`src/logic/bpl_pkg.sv`:
```
package bpl_pkg;
	localparam logic [4:0]  ADDR_TALLY      = 5'h15;
	localparam logic [4:0]  ADDR_CTRL       = 5'h16;
	localparam logic [4:0]  ADDR_STAT       = 5'h17;
	localparam logic [4:0]  ADDR_CTL_STATUS = 5'h1f;
	localparam int          CTRL_CONT_BIT   = 15;
	localparam int          CTRL_RAND_BIT   = 14;
	localparam int          CTRL_SHORT_BIT  = 13;
	localparam int          CTRL_GEN_BIT    = 12;
	localparam int          CTRL_RXFWD_BIT  = 7;
	localparam int          CTRL_TXFWD_BIT  = 6;
	localparam logic [15:0] CTRL_WMASK      = 16'hf0ff;
	localparam logic [15:0] CTRL_RESET      = 16'h0000;
	localparam logic [15:0] TALLY_RESET     = 16'h0000;
	localparam int          STAT_SYNC_BIT   = 11;
	localparam int          STAT_LOST_BIT   = 10;
	localparam int          STAT_BUSY_BIT   = 9;
	localparam int          STAT_LEGM_BIT   = 8;
	localparam int          STAT_LEGS_BIT   = 7;
	localparam int          STAT_PWR_BIT    = 6;
	localparam logic [3:0]  LOOP_REV        = 4'h8;
	localparam logic [3:0]  LOOP_EXT        = 4'h4;
	localparam logic [3:0]  LOOP_ANA        = 4'h2;
	localparam logic [3:0]  LOOP_DIG        = 4'h1;
	localparam logic [1:0]  PCS_AFTER_ENC   = 2'h3;
	localparam logic [1:0]  PCS_MID         = 2'h2;
	localparam logic [1:0]  PCS_BEFORE      = 2'h1;
	localparam logic [10:0] PKT_SHORT_LAST  = 11'd63;
	localparam logic [10:0] PKT_LONG_LAST   = 11'd1517;
	localparam logic [3:0]  LOCK_LAST       = 4'd7;
	localparam logic [7:0]  LFSR_SEED       = 8'h01;
	localparam logic [7:0]  CONST_BYTE      = 8'h55;

	typedef enum logic [2:0] {
		G_IDLE = 3'b001,
		G_SEND = 3'b010,
		G_DONE = 3'b100
	} bpl_gen_e;

	typedef enum logic [5:0] {
		C_IDLE = 6'b000001,
		C_PRE  = 6'b000010,
		C_PREW = 6'b000100,
		C_ISS  = 6'b001000,
		C_ISSW = 6'b010000,
		C_DONE = 6'b100000
	} bpl_ctl_e;

	// x^8+x^6+x^5+x^4+1, one step per byte; checker self-seeds from data
	function automatic logic [7:0] bpl_lfsr_next(input logic [7:0] b);
		bpl_lfsr_next = {b[6:0], b[7] ^ b[5] ^ b[4] ^ b[3]};
	endfunction
endpackage

```
`src/logic/bpl_link_if.sv`:
```
`timescale 1ns/100ps
interface bpl_link_if;
	logic        req;
	logic        we;
	logic [4:0]  addr;
	logic [15:0] wdata;
	logic [15:0] rdata;
	logic        ack;

	modport dev (input req, we, addr, wdata, output rdata, ack);
	modport ctl (output req, we, addr, wdata, input rdata, ack);
endinterface

```
`src/logic/bpl_counter.sv`:
```
`timescale 1ns/100ps
module bpl_counter #(
	parameter int WIDTH = 16
) (
	// clock and reset
	input  wire logic             i_clk,
	input  wire logic             i_rst,
	// control
	input  wire logic             i_inc,
	input  wire logic             i_clr,
	input  wire logic             i_wrap,
	// result
	output logic [WIDTH-1:0]      o_count,
	output logic                  o_wrap_pulse
);
	logic [WIDTH-1:0] cnt_q;
	logic             pulse_q;

	always_ff @(posedge i_clk)
	begin
		if (i_rst)
		begin
			cnt_q   <= '0;
			pulse_q <= 1'b0;
		end
		else
		begin
			pulse_q <= 1'b0;
			// an event in the clearing cycle still counts
			if (i_clr)
				cnt_q <= {{(WIDTH-1){1'b0}}, i_inc};
			else if (i_inc)
			begin
				if (cnt_q != {WIDTH{1'b1}})
					cnt_q <= cnt_q + 1'b1;
				else if (i_wrap)
				begin
					cnt_q   <= '0;
					pulse_q <= 1'b1;
				end
				// otherwise hold at all ones
			end
		end
	end

	assign o_count      = cnt_q;
	assign o_wrap_pulse = pulse_q;
endmodule // bpl_counter

```
`src/logic/bpl_dev.sv`:
```
// Our own choice: register access over Avalon-MM.
`timescale 1ns/100ps
module bpl_dev
	import bpl_pkg::*;
(
	// clock and reset
	input  wire logic    I_MCLK,
	input  wire logic    I_RST,
	// register link
	bpl_link_if.dev      bus,
	// receive path and core state
	input  wire logic    I_RX_ER,
	input  wire logic    I_CHK_VALID,
	input  wire logic [7:0] I_CHK_DATA,
	input  wire logic    I_SPEED_1G,
	input  wire logic    I_LEGACY_MASTER,
	input  wire logic    I_LEGACY_SLAVE,
	input  wire logic    I_CORE_NORMAL,
	// generator stream and checker wrap
	output logic         O_TX_EN,
	output logic [7:0]   O_TX_DATA,
	output logic         O_CHK_WRAP,
	// loop controls
	output logic [3:0]   O_LOOP_SEL,
	output logic [2:0]   O_PCS_TAP,
	output logic         O_GIG_PCS_LOOP,
	output logic         O_RX_TO_MAC,
	output logic         O_TX_TO_LINE
);
	logic [15:0] ctrl_q;
	logic        ack_q;
	logic [15:0] rdata_q;
	logic [15:0] rd_val;
	logic [15:0] stat_word;
	logic [15:0] tally;
	logic        wr_tally;
	logic        wr_ctrl;
	logic        rd_stat;
	bpl_gen_e    gen_q;
	logic [10:0] byte_q;
	logic [10:0] pkt_last;
	logic [7:0]  lfsr_q;
	logic        tx_en_q;
	logic [7:0]  tx_data_q;
	logic [7:0]  pred_q;
	logic [3:0]  match_q;
	logic        sync_q;
	logic        lost_q;
	logic        chk_on;
	logic        chk_hit;
	logic        chk_miss;
	logic [15:0] chk_bytes;
	logic [15:0] chk_errs;
	logic        wrap_a;
	logic        wrap_b;
	logic        wrap_q;
	logic [3:0]  loop_q;
	logic [2:0]  tap_q;
	logic        gig_q;
	logic        rxfwd_q;
	logic        txfwd_q;
	logic        cont;
	logic        rand_sel;
	logic        gen_en;

	assign cont     = ctrl_q[CTRL_CONT_BIT];
	assign rand_sel = ctrl_q[CTRL_RAND_BIT];
	assign gen_en   = ctrl_q[CTRL_GEN_BIT];

	////////////////////////////////////////////////////////////////////////
	// register access: answer one cycle after the request

	assign wr_tally = bus.req & bus.we & (bus.addr == ADDR_TALLY);
	assign wr_ctrl  = bus.req & bus.we & (bus.addr == ADDR_CTRL);
	assign rd_stat  = bus.req & ~bus.we & (bus.addr == ADDR_STAT);

	always_comb
	begin
		stat_word                = 16'h0000;
		stat_word[STAT_SYNC_BIT] = sync_q;
		stat_word[STAT_LOST_BIT] = lost_q;
		stat_word[STAT_BUSY_BIT] = (gen_q == G_SEND);
		stat_word[STAT_LEGM_BIT] = I_LEGACY_MASTER;
		stat_word[STAT_LEGS_BIT] = I_LEGACY_SLAVE;
		stat_word[STAT_PWR_BIT]  = I_CORE_NORMAL;
	end

	always_comb
	begin
		if (bus.addr == ADDR_TALLY)
			rd_val = tally;
		else if (bus.addr == ADDR_CTRL)
			rd_val = ctrl_q;
		else if (bus.addr == ADDR_STAT)
			rd_val = stat_word;
		else
			rd_val = 16'h0000;
	end

	always_ff @(posedge I_MCLK)
	begin
		if (I_RST)
		begin
			ack_q   <= 1'b0;
			rdata_q <= 16'h0000;
		end
		else
		begin
			ack_q <= bus.req;
			if (bus.req && !bus.we)
				rdata_q <= rd_val;
		end
	end

	always_ff @(posedge I_MCLK)
	begin
		if (I_RST)
			ctrl_q <= CTRL_RESET;
		else if (wr_ctrl)
			ctrl_q <= bus.wdata & CTRL_WMASK;
	end

	assign bus.ack   = ack_q;
	assign bus.rdata = rdata_q;

	////////////////////////////////////////////////////////////////////////
	// receive error tally: write data is thrown away, only the strobe counts

	bpl_counter #(.WIDTH(16)) u_tally (
		.i_clk        (I_MCLK),
		.i_rst        (I_RST),
		.i_inc        (I_RX_ER),
		.i_clr        (wr_tally),
		.i_wrap       (1'b0),
		.o_count      (tally),
		.o_wrap_pulse ()
	);

	////////////////////////////////////////////////////////////////////////
	// packet generator

	assign pkt_last = ctrl_q[CTRL_SHORT_BIT] ? PKT_SHORT_LAST
		: PKT_LONG_LAST;

	always_ff @(posedge I_MCLK)
	begin
		if (I_RST)
		begin
			gen_q  <= G_IDLE;
			byte_q <= 11'd0;
		end
		else
		begin
			case (gen_q)
				G_IDLE:
				begin
					byte_q <= 11'd0;
					if (gen_en)
						gen_q <= G_SEND;
				end
				G_SEND:
				begin
					if (!gen_en)
						gen_q <= G_IDLE;
					else if (byte_q == pkt_last)
					begin
						byte_q <= 11'd0;
						// random mode restarts at once: back-to-back
						gen_q  <= rand_sel ? G_SEND : G_DONE;
					end
					else
						byte_q <= byte_q + 11'd1;
				end
				G_DONE:
				begin
					// single packet sent; re-arm only through enable low
					if (!gen_en)
						gen_q <= G_IDLE;
				end
				default:
					gen_q <= G_IDLE;
			endcase
		end
	end

	always_ff @(posedge I_MCLK)
	begin
		if (I_RST)
		begin
			lfsr_q    <= LFSR_SEED;
			tx_en_q   <= 1'b0;
			tx_data_q <= 8'h00;
		end
		else
		begin
			tx_en_q   <= (gen_q == G_SEND) && gen_en;
			tx_data_q <= rand_sel ? lfsr_q : CONST_BYTE;
			if (gen_q == G_SEND && rand_sel)
				lfsr_q <= bpl_lfsr_next(lfsr_q);
		end
	end

	////////////////////////////////////////////////////////////////////////
	// checker: independent of the generator, off without random select

	assign chk_on   = rand_sel;
	assign chk_hit  = chk_on & I_CHK_VALID & (I_CHK_DATA == pred_q);
	assign chk_miss = chk_on & I_CHK_VALID & (I_CHK_DATA != pred_q);

	always_ff @(posedge I_MCLK)
	begin
		if (I_RST || !chk_on)
		begin
			pred_q  <= 8'h00;
			match_q <= 4'd0;
			sync_q  <= 1'b0;
		end
		else if (I_CHK_VALID)
		begin
			pred_q <= bpl_lfsr_next(I_CHK_DATA);
			if (chk_miss)
			begin
				match_q <= 4'd0;
				sync_q  <= 1'b0;
			end
			else if (!sync_q)
			begin
				if (match_q == LOCK_LAST)
					sync_q <= 1'b1;
				else
					match_q <= match_q + 4'd1;
			end
		end
	end

	// a loss in the reading cycle survives the read
	always_ff @(posedge I_MCLK)
	begin
		if (I_RST)
			lost_q <= 1'b0;
		else
			lost_q <= (chk_miss & sync_q) | (lost_q & ~rd_stat);
	end

	bpl_counter #(.WIDTH(16)) u_chk_bytes (
		.i_clk        (I_MCLK),
		.i_rst        (I_RST),
		.i_inc        (chk_hit & sync_q),
		.i_clr        (~chk_on),
		.i_wrap       (cont),
		.o_count      (chk_bytes),
		.o_wrap_pulse (wrap_a)
	);

	bpl_counter #(.WIDTH(16)) u_chk_errs (
		.i_clk        (I_MCLK),
		.i_rst        (I_RST),
		.i_inc        (chk_miss),
		.i_clr        (~chk_on),
		.i_wrap       (cont),
		.o_count      (chk_errs),
		.o_wrap_pulse (wrap_b)
	);

	always_ff @(posedge I_MCLK)
	begin
		if (I_RST)
			wrap_q <= 1'b0;
		else
			wrap_q <= wrap_a | wrap_b;
	end

	////////////////////////////////////////////////////////////////////////
	// loop point controls; undefined codes select no loop

	always_ff @(posedge I_MCLK)
	begin
		if (I_RST)
		begin
			loop_q  <= 4'h0;
			tap_q   <= 3'h0;
			gig_q   <= 1'b0;
			rxfwd_q <= 1'b1;
			txfwd_q <= 1'b1;
		end
		else
		begin
			if (ctrl_q[5:2] == LOOP_REV || ctrl_q[5:2] == LOOP_EXT
				|| ctrl_q[5:2] == LOOP_ANA || ctrl_q[5:2] == LOOP_DIG)
				loop_q <= ctrl_q[5:2];
			else
				loop_q <= 4'h0;
			tap_q[2] <= !I_SPEED_1G && ctrl_q[1:0] == PCS_AFTER_ENC;
			tap_q[1] <= !I_SPEED_1G && ctrl_q[1:0] == PCS_MID;
			tap_q[0] <= !I_SPEED_1G && ctrl_q[1:0] == PCS_BEFORE;
			gig_q    <= I_SPEED_1G && ctrl_q[0];
			rxfwd_q  <= ctrl_q[5:2] != LOOP_REV
				|| ctrl_q[CTRL_RXFWD_BIT];
			txfwd_q  <= ctrl_q[5:2] != LOOP_DIG
				|| ctrl_q[CTRL_TXFWD_BIT];
		end
	end

	assign O_TX_EN        = tx_en_q;
	assign O_TX_DATA      = tx_data_q;
	assign O_CHK_WRAP     = wrap_q;
	assign O_LOOP_SEL     = loop_q;
	assign O_PCS_TAP      = tap_q;
	assign O_GIG_PCS_LOOP = gig_q;
	assign O_RX_TO_MAC    = rxfwd_q;
	assign O_TX_TO_LINE   = txfwd_q;
endmodule // bpl_dev

```
`src/flat_wrapper.sv`:
```
// flat-port wrapper written by rule: the top's interface ports become plain ports
module bpl_dev_flat import bpl_pkg::*;
  (I_MCLK, I_RST, I_RX_ER, I_CHK_VALID, I_CHK_DATA, I_SPEED_1G, I_LEGACY_MASTER, I_LEGACY_SLAVE, I_CORE_NORMAL, O_TX_EN, O_TX_DATA, O_CHK_WRAP, O_LOOP_SEL, O_PCS_TAP, O_GIG_PCS_LOOP, O_RX_TO_MAC, O_TX_TO_LINE, bus_req, bus_we, bus_addr, bus_wdata, bus_rdata, bus_ack);
  bpl_link_if bus_i ();
  input  wire logic I_MCLK;
  input  wire logic I_RST;
  input  wire logic I_RX_ER;
  input  wire logic I_CHK_VALID;
  input  wire logic [7:0] I_CHK_DATA;
  input  wire logic I_SPEED_1G;
  input  wire logic I_LEGACY_MASTER;
  input  wire logic I_LEGACY_SLAVE;
  input  wire logic I_CORE_NORMAL;
  output logic O_TX_EN;
  output logic [7:0] O_TX_DATA;
  output logic O_CHK_WRAP;
  output logic [3:0] O_LOOP_SEL;
  output logic [2:0] O_PCS_TAP;
  output logic O_GIG_PCS_LOOP;
  output logic O_RX_TO_MAC;
  output logic O_TX_TO_LINE;
  input wire logic [$bits(bus_i.req)-1:0] bus_req;
  input wire logic [$bits(bus_i.we)-1:0] bus_we;
  input wire logic [$bits(bus_i.addr)-1:0] bus_addr;
  input wire logic [$bits(bus_i.wdata)-1:0] bus_wdata;
  output wire logic [$bits(bus_i.rdata)-1:0] bus_rdata;
  output wire logic [$bits(bus_i.ack)-1:0] bus_ack;
  assign bus_i.req = bus_req;
  assign bus_i.we = bus_we;
  assign bus_i.addr = bus_addr;
  assign bus_i.wdata = bus_wdata;
  assign bus_rdata = bus_i.rdata;
  assign bus_ack = bus_i.ack;
  bpl_dev u_core (.I_MCLK(I_MCLK), .I_RST(I_RST), .bus(bus_i), .I_RX_ER(I_RX_ER), .I_CHK_VALID(I_CHK_VALID), .I_CHK_DATA(I_CHK_DATA), .I_SPEED_1G(I_SPEED_1G), .I_LEGACY_MASTER(I_LEGACY_MASTER), .I_LEGACY_SLAVE(I_LEGACY_SLAVE), .I_CORE_NORMAL(I_CORE_NORMAL), .O_TX_EN(O_TX_EN), .O_TX_DATA(O_TX_DATA), .O_CHK_WRAP(O_CHK_WRAP), .O_LOOP_SEL(O_LOOP_SEL), .O_PCS_TAP(O_PCS_TAP), .O_GIG_PCS_LOOP(O_GIG_PCS_LOOP), .O_RX_TO_MAC(O_RX_TO_MAC), .O_TX_TO_LINE(O_TX_TO_LINE));
endmodule
```
`config.mk`:
```
export PLATFORM = sky130hd
export DESIGN_NAME = bpl_dev_flat
export DESIGN_NICKNAME = d
export VERILOG_FILES = /design/src/logic/bpl_pkg.sv /design/src/logic/bpl_link_if.sv /design/src/logic/bpl_counter.sv /design/src/logic/bpl_dev.sv /design/src/flat_wrapper.sv
export SDC_FILE = /design/constraint.sdc
export NUM_CORES = 1
export LEC_CHECK = 0
export ABC_CLOCK_PERIOD_IN_PS = 2430
export BUFFER_PORTS_ARGS = -buffer_cell sky130_fd_sc_hd__buf_2
export CORE_MARGIN = 2
export CORE_UTILIZATION = 58
export CTS_CLUSTER_SIZE = 28
export DETAILED_ROUTE_END_ITERATION = 7
export PLACE_DENSITY = 0.78
export SETUP_SLACK_MARGIN = 0.2
export SYNTH_ARGS = -nofsm -noshare
export SYNTH_HDL_FRONTEND = slang
export SYNTH_SLANG_ARGS = --single-unit
```
`constraint.sdc`:
```
create_clock -name I_MCLK -period 2.43 [get_ports I_MCLK]
set_input_delay 0.486 -clock I_MCLK [delete_from_list [all_inputs] [get_ports I_MCLK]]
set_output_delay 0.486 -clock I_MCLK [all_outputs]
set_load 0.005 [all_outputs]
```
After elaboration in Yosys (flattened, before gate mapping)

Cells that the tools add are included.

Register bits after elaboration: 135
Bits of input ports: 39
Output and inout bits: 37
Word-level logic and storage cells: 155

$add $sub $neg: 5
Equality and inequality tests: 32
Multiplexer cells: 31
Bitwise logic cells: 25
Reductions and logical operators: 35

Operators with widths:

| cell                    | number |
|---|---|
| $mux W16                | 5 |
| $add A16 B1 Y16 const B | 3 |
| $ne A16 B16 Y1 const B  | 3 |
| $mux W11                | 3 |
| $pmux W11 S2            | 1 |
| $eq A5 B5 Y1 const B    | 3 |
| $mux W3                 | 5 |
| $reduce_and A2 Y1       | 7 |
| $mux W12                | 1 |
| $mux W4                 | 3 |
| $add A11 B1 Y11 const B | 1 |
| $and A1 B1 Y1           | 11 |
| $eq A11 B11 Y1          | 1 |
| $mux W1                 | 11 |
| $reduce_bool A2 Y1      | 5 |
| $pmux W3 S3             | 1 |
| $eq A4 B3 Y1 const B    | 2 |
| $eq A8 B8 Y1            | 1 |
| $ne A2 B2 Y1 const B    | 4 |
| $ne A8 B8 Y1            | 1 |
| $reduce_or A4 Y1        | 2 |
| $logic_and A1 B1 Y1     | 7 |
| $mux W7                 | 1 |
| $logic_or A1 B1 Y1      | 6 |
| 20 further kinds        | 40 |

Logic depth before layout (Yosys ltp)

Depth in word-level cells: 6
Mapped depth: 7
Depth with buffers taken out: 6

Cells and area by module

From an unflattened synthesis, not the netlist that was laid out.

Cells, all modules: 746
Area, all modules: 6,351.1 sq um

Modules (own cells, without submodules):

| module      | times used | cells an instance | area an instance (sq um) | seq. area each (sq um) |
|---|---|---|---|---|
| bpl_dev     | 1          | 401               | 3,479.6                  | 1,701.6 |
| bpl_counter | 3          | 115               | 957.2                    | 340.3 |

Worst setup path after synthesis

No wires, ideal clock.

Path type: input to register
From: input I_CHK_DATA[0]
To: register u_core.u_chk_bytes.cnt_q[12] (netlist: u_core.u_chk_bytes.o_count[12])
Library setup time: 71 ps
Data arrival time: 1,812 ps
Required time: 2,359 ps
Setup slack: 548 ps
Stages on the path: 6
Path buffers: 1
Cell sequence: xnor2_1 and4_1 nand2_1 buf_2 or4_1 a21oi_1

Word-level cells in the longest chain between the ends: 4

Ends and longest elaborated chain:

| item                               | RTL line          | text |
|---|---|---|
| from (decl)                        | flat_wrapper.sv:9 | `input wire logic [7:0] I_CHK_DATA;` |
| $eq A8 B8 Y1                       | bpl_dev.sv:207    | `assign chk_hit = chk_on & I_CHK_VALID & (I_CHK_DATA == pred_q);` |
| $and A1 B1 Y1                      | bpl_dev.sv:207    |  |
| $and A1 B1 Y1                      | bpl_dev.sv:248    | `.i_inc (chk_hit & sync_q),` |
| $reduce_and A2 Y1 (no source line) | --                |  |
| to (signal assigned)               | bpl_counter.sv:31 | `cnt_q <= {{(WIDTH-1){1'b0}}, i_inc};` |
| to (signal assigned)               | bpl_counter.sv:35 | `cnt_q <= cnt_q + 1'b1;` |
| to (decl)                          | bpl_counter.sv:16 | `logic [WIDTH-1:0] cnt_q;` |

Every way passes these cells.
A chain may end at the register's enable or synchronous reset.

Final worst setup path

From: register u_core.u_chk_bytes.cnt_q[1] (netlist: u_core.u_chk_bytes.o_count[1])
To: register u_core.u_chk_bytes.cnt_q[4] (netlist: u_core.u_chk_bytes.o_count[4])

Word-level cells in the longest chain between the ends: 3
Elaborated cells between the ends (all ways): 5
Those cells by class: 1 x add/sub; 1 x eq/ne; 1 x mux; 2 x reduce/logical

Ends and longest elaborated chain:

| item |
|---|
| parallel branches: the longest is 3 deep, another holds $add A16 B1 Y16 |

Several ways; the timed one is not identified.

==> out/summary.txt <==
RUN STATUS
-----------------------------------------------------------------------------------------
Status ..................................................................... finished, final reports clean

MIN PATH
-----------------------------------------------------------------------------------------
Path type of the worst min-delay path ...................................... primary input to flop

PLACE
-----------------------------------------------------------------------------------------
Port Buf Inserts ...........................................................           71
Placed cells ...............................................................          870
Minimum setup slack after placement ........................................    0.2425 ns
Global placer's final weighted congestion ..................................       0.9111
Detail Placement HPWL ......................................................      9885 µm

GLOBAL ROUTE
-----------------------------------------------------------------------------------------
Number of global-route vias before repair ..................................         5125
Initial antenna violation count ............................................            0
Aggregate global-route resource usage ......................................       26.14%
Maximum number of pins on one net before global-route repair ...............           47
Grt ovf ....................................................................            0
Met1 GRT Util ..............................................................       33.84%
Wire length of the first global-routing pass ...............................     23920 µm
GRT busiest layer ..........................................................         met2
Met3 usage .................................................................       6.869%
GR met2 Demand/Resource ....................................................       42.68%

SYNTHESIS
-----------------------------------------------------------------------------------------
Count of flip-flops with a built-in enable after synthesis .................            0
Number of synthesized register bits ........................................          135
Synthesized instance count .................................................          685
Proportion of register bits with asynchronous set or reset after synthesis .           0%
Synthesized net count ......................................................          729
Number of warnings reported in the yosys synthesis log .....................            0
Fraction of synthesized cell area taken by the top area cell type ..........       44.13%
Synthesized cell area ......................................................     6125 µm²
Top cell type by total area after synthesis ................................ sky130_fd_sc_hd__dfxtp_1
Mean post-synth cell area ..................................................    8.941 µm²
Sequential element share of the synthesized area ...........................       44.13%
Top post-synthesis cells by area ........................................... sky130_fd_sc_hd__dfxtp_1, sky130_fd_sc_hd__nor2_1, sky130_fd_sc_hd__a21oi_1
Post-synth top flop ........................................................ sky130_fd_sc_hd__dfxtp_1
Count of unique library cells instantiated by Yosys ........................           63

TIMING
-----------------------------------------------------------------------------------------
Transition time at the pin with the least slew margin ......................    0.6763 ns
Number of max-slew violations in the final report ..........................            0
Final number of setup-violating endpoints ..................................            0
RSZ-0062 raised after global routing .......................................           no
Min Hold Slack .............................................................    0.1946 ns
Maximum operating frequency ................................................    480.6 MHz
Post-route clock period utilization ........................................       85.63%
Shortest clock period the worst path allows after layout ...................     2.081 ns
Final sum of negative setup slack ..........................................         0 ns
Smallest setup slack after layout ..........................................    0.3492 ns
Setup skew after layout ....................................................  0.006215 ns
Final hold violation count .................................................            0
Max_slew headroom ..........................................................       54.91%

CTS
-----------------------------------------------------------------------------------------
Clock insertion delay at the later pin of the skew report ..................      0.53 ns
CTS tree ...................................................................         done
Cts bufs inserted ..........................................................           17
Max Buffers Root-to-Sink ...................................................            2
Clock root buffer .......................................................... sky130_fd_sc_hd__clkbuf_8
Clock-pin slew on the worst setup and hold paths ...........................      0.06 ns
Cts-stage hold buffer count ................................................            0
H-Tree Level Count .........................................................            4
Number of clock sinks seen by CTS ..........................................          135

DIE
-----------------------------------------------------------------------------------------
DIE HEIGHT .................................................................     106.8 µm
Number of standard-cell rows in the floorplan ..............................           37
I/O pin total ..............................................................           76
Initial cell density of the core ...........................................       59.59%
Placeable core region ......................................................    10280 µm²
Die Span X .................................................................     106.8 µm
Die footprint ..............................................................    11400 µm²

DRT
-----------------------------------------------------------------------------------------
Detailed-routing iteration count for the pre-antenna-repair pass ...........            5
Iteration-0 DRC Markers ....................................................          284
DRC violation count after routing ..........................................            0
Via density per instance ...................................................        6.050
DR WL/cell .................................................................     15.99 µm
Post-detailed-routing wire length ..........................................     14440 µm
Count of vias placed by the detailed router ................................         5463
Final ANT Viol Nets ........................................................            0

CELLS AND AREA
-----------------------------------------------------------------------------------------
# nets final ...............................................................          798
Most common cell after layout, fill and taps aside ......................... sky130_fd_sc_hd__dfxtp_1
Commonest cells after routing, fill and taps aside ......................... sky130_fd_sc_hd__dfxtp_1, sky130_fd_sc_hd__nor2_1, sky130_fd_sc_hd__buf_2, sky130_fd_sc_hd__nand2_1, sky130_fd_sc_hd__a21oi_1
Final standard cell count with taps included and fillers excluded ..........          903
Final standard cell utilization of the core ................................       69.73%
Area Growth Syn to Fin .....................................................       17.02%
Fraction of layout instances using a drive strength above 1 ................       17.21%
Count of antenna diodes in the layout ......................................            0

POWER
-----------------------------------------------------------------------------------------
Share of total power in sequential cells ...................................        47.8%
Internal Pwr Total .........................................................      3678 µW
Maximum ir drop on the vdd rail ............................................  0.0004757 V
Switching Fraction .........................................................       21.95%
Combinational cell fraction of total power .................................         3.8%
Fraction of power consumed by the clock network ............................        48.4%
Net switching power figure .................................................      1034 µW
Power per unit of standard cell area ....................................... 657.6 nW/µm²
Leakage ....................................................................  0.002567 µW

WORST SETUP PATH
-----------------------------------------------------------------------------------------
Endpoint type of the worst setup path ......................................         flop
Critical setup path kind ................................................... flop to flop
Highest fanout seen on the critical path ...................................           12
Data arrival time of the critical path .....................................      2.49 ns
Startpoint kind of the worst setup timing path .............................         flop
Required time reported for the critical path endpoint ......................      2.84 ns

RUN
-----------------------------------------------------------------------------------------
# Max-Cap Violations .......................................................            0

## repair_timing
item	4_1_cts	5_1_grt
buffers inserted	0	1
gates resized for setup	0	1
endpoints found under the setup margin	0	16
## final cells by class
type,count,area [µm²]
multi-input combinational,505,3233
timing repair buffer,86,505.5
fill,843,3110
tap,136,170.2
sequential,135,2703
clock buffer,21,439.2
clock inverter,11,82.58
inverter,9,33.78
## per-layer routing
metal | vias up | share of wire (%) | routed length, µm
met1 | 2603 | 45 | 6425
met5 | - | 0 | 0
li1 | 2658 | - | -
met3 | 20 | 6.5 | 932
met2 | 182 | 48 | 6890
met4 | 0 | 1.3 | 187
## Yosys cell counts (3+ instances only)
cell and n:
sky130_fd_sc_hd__nor2b_1 5, sky130_fd_sc_hd__xor2_1 21, sky130_fd_sc_hd__ha_1 5, sky130_fd_sc_hd__a22oi_1 16
sky130_fd_sc_hd__a31oi_1 5, sky130_fd_sc_hd__o211ai_1 5, sky130_fd_sc_hd__nor2_1 72, sky130_fd_sc_hd__nand2b_1 4
sky130_fd_sc_hd__a21oi_1 46, sky130_fd_sc_hd__or3_1 12, sky130_fd_sc_hd__o21ai_0 16, sky130_fd_sc_hd__nand2_1 53
sky130_fd_sc_hd__nand4_1 23, sky130_fd_sc_hd__buf_1 4, sky130_fd_sc_hd__nor4_1 5, sky130_fd_sc_hd__or3b_1 3
sky130_fd_sc_hd__o41ai_1 6, sky130_fd_sc_hd__o31ai_1 9, sky130_fd_sc_hd__clkbuf_1 19, sky130_fd_sc_hd__and2_1 11
sky130_fd_sc_hd__buf_2 10, sky130_fd_sc_hd__and3_1 21, sky130_fd_sc_hd__dfxtp_1 135, sky130_fd_sc_hd__mux2i_1 22
sky130_fd_sc_hd__nand3_1 23, sky130_fd_sc_hd__xnor2_1 23, sky130_fd_sc_hd__o2111ai_1 5, sky130_fd_sc_hd__inv_1 9
sky130_fd_sc_hd__nand3b_1 4, sky130_fd_sc_hd__a211oi_1 19, sky130_fd_sc_hd__and4_1 7, sky130_fd_sc_hd__nor3_1 19
sky130_fd_sc_hd__or4_1 9
## registers in the layout, indices dropped and copies added, names as in the netlist, 4 cells and up
signal,cells
u_core.u_chk_bytes.o_count,16
u_core.u_tally.o_count,16
u_core.O_LOOP_SEL,4
u_core.u_chk_errs.o_count,16
u_core.pred_q,8
u_core.ctrl_q,12
u_core.lfsr_q,8
u_core.match_q,4
u_core.O_TX_DATA,8
u_core.byte_q,11
u_core.bus.rdata,16
## worst paths after layout
| path | startpoint | endpoint | slack, ns | cells after the start |
|---|---|---|---|---|
| worst min register to register | u_core.lfsr_q[2]$_SDFFE_PP0P_ | u_core.lfsr_q[3]$_SDFFE_PP0P_ | 0.47 | 2 |
| worst min-delay path | bus_wdata[13] | u_core.ctrl_q[13]$_SDFFE_PP0P_ | 0.19 | 3 |
| worst max-delay path | u_core.u_chk_bytes.o_count[1]$_SDFFE_PP0P_ | u_core.u_chk_bytes.o_count[4]$_SDFFE_PP0P_ | 0.35 | 7 |
| worst max register to register | u_core.u_chk_bytes.o_count[1]$_SDFFE_PP0P_ | u_core.u_chk_bytes.o_count[4]$_SDFFE_PP0P_ | 0.35 | 7 |
## power by group through the flow
stage	registers, µW	clock network [µW]	logic (µW)
floorplan	2300	0	94.0
global placement	2300	0	172
detailed placement	2300	0	177
CTS	2250	2330	178
global route	2250	2400	197
finish	2250	2280	178
## stage by stage
step / area, µm² / power, µW
6_report: 7167 / 4713
5_1_grt: 7167 / 4855
4_1_cts: 7144 / 4756
3_5_place_dp: 6623 / 2477
3_3_place_gp: 6623 / 2470
2_1_floorplan: 6125 / 2393
## worst max-delay path, cell delays in order, from the launching register on
cell and delay (ns):
sky130_fd_sc_hd__dfxtp_1 0.41, sky130_fd_sc_hd__ha_1 0.26, sky130_fd_sc_hd__nand3_1 0.17, sky130_fd_sc_hd__nor2_2 0.37, sky130_fd_sc_hd__nand2_1 0.18, sky130_fd_sc_hd__o31ai_1 0.27
sky130_fd_sc_hd__buf_4 0.23, sky130_fd_sc_hd__a21oi_1 0.06
## logic make-up after synthesis
| group | Yosys count | share of synthesized area (%) |
|---|---|---|
| compound gates | 144 | 16.02 |
| flops | 135 | 44.13 |
| xor+xnor | 44 | 6.292 |
| mux | 22 | 3.595 |
| fa+ha+maj | 5 | 1.021 |
| simple gates | 290 | 25.78 |
| buf+inv | 45 | 3.166 |
Note: power is estimated with default switching activity, not from simulation.
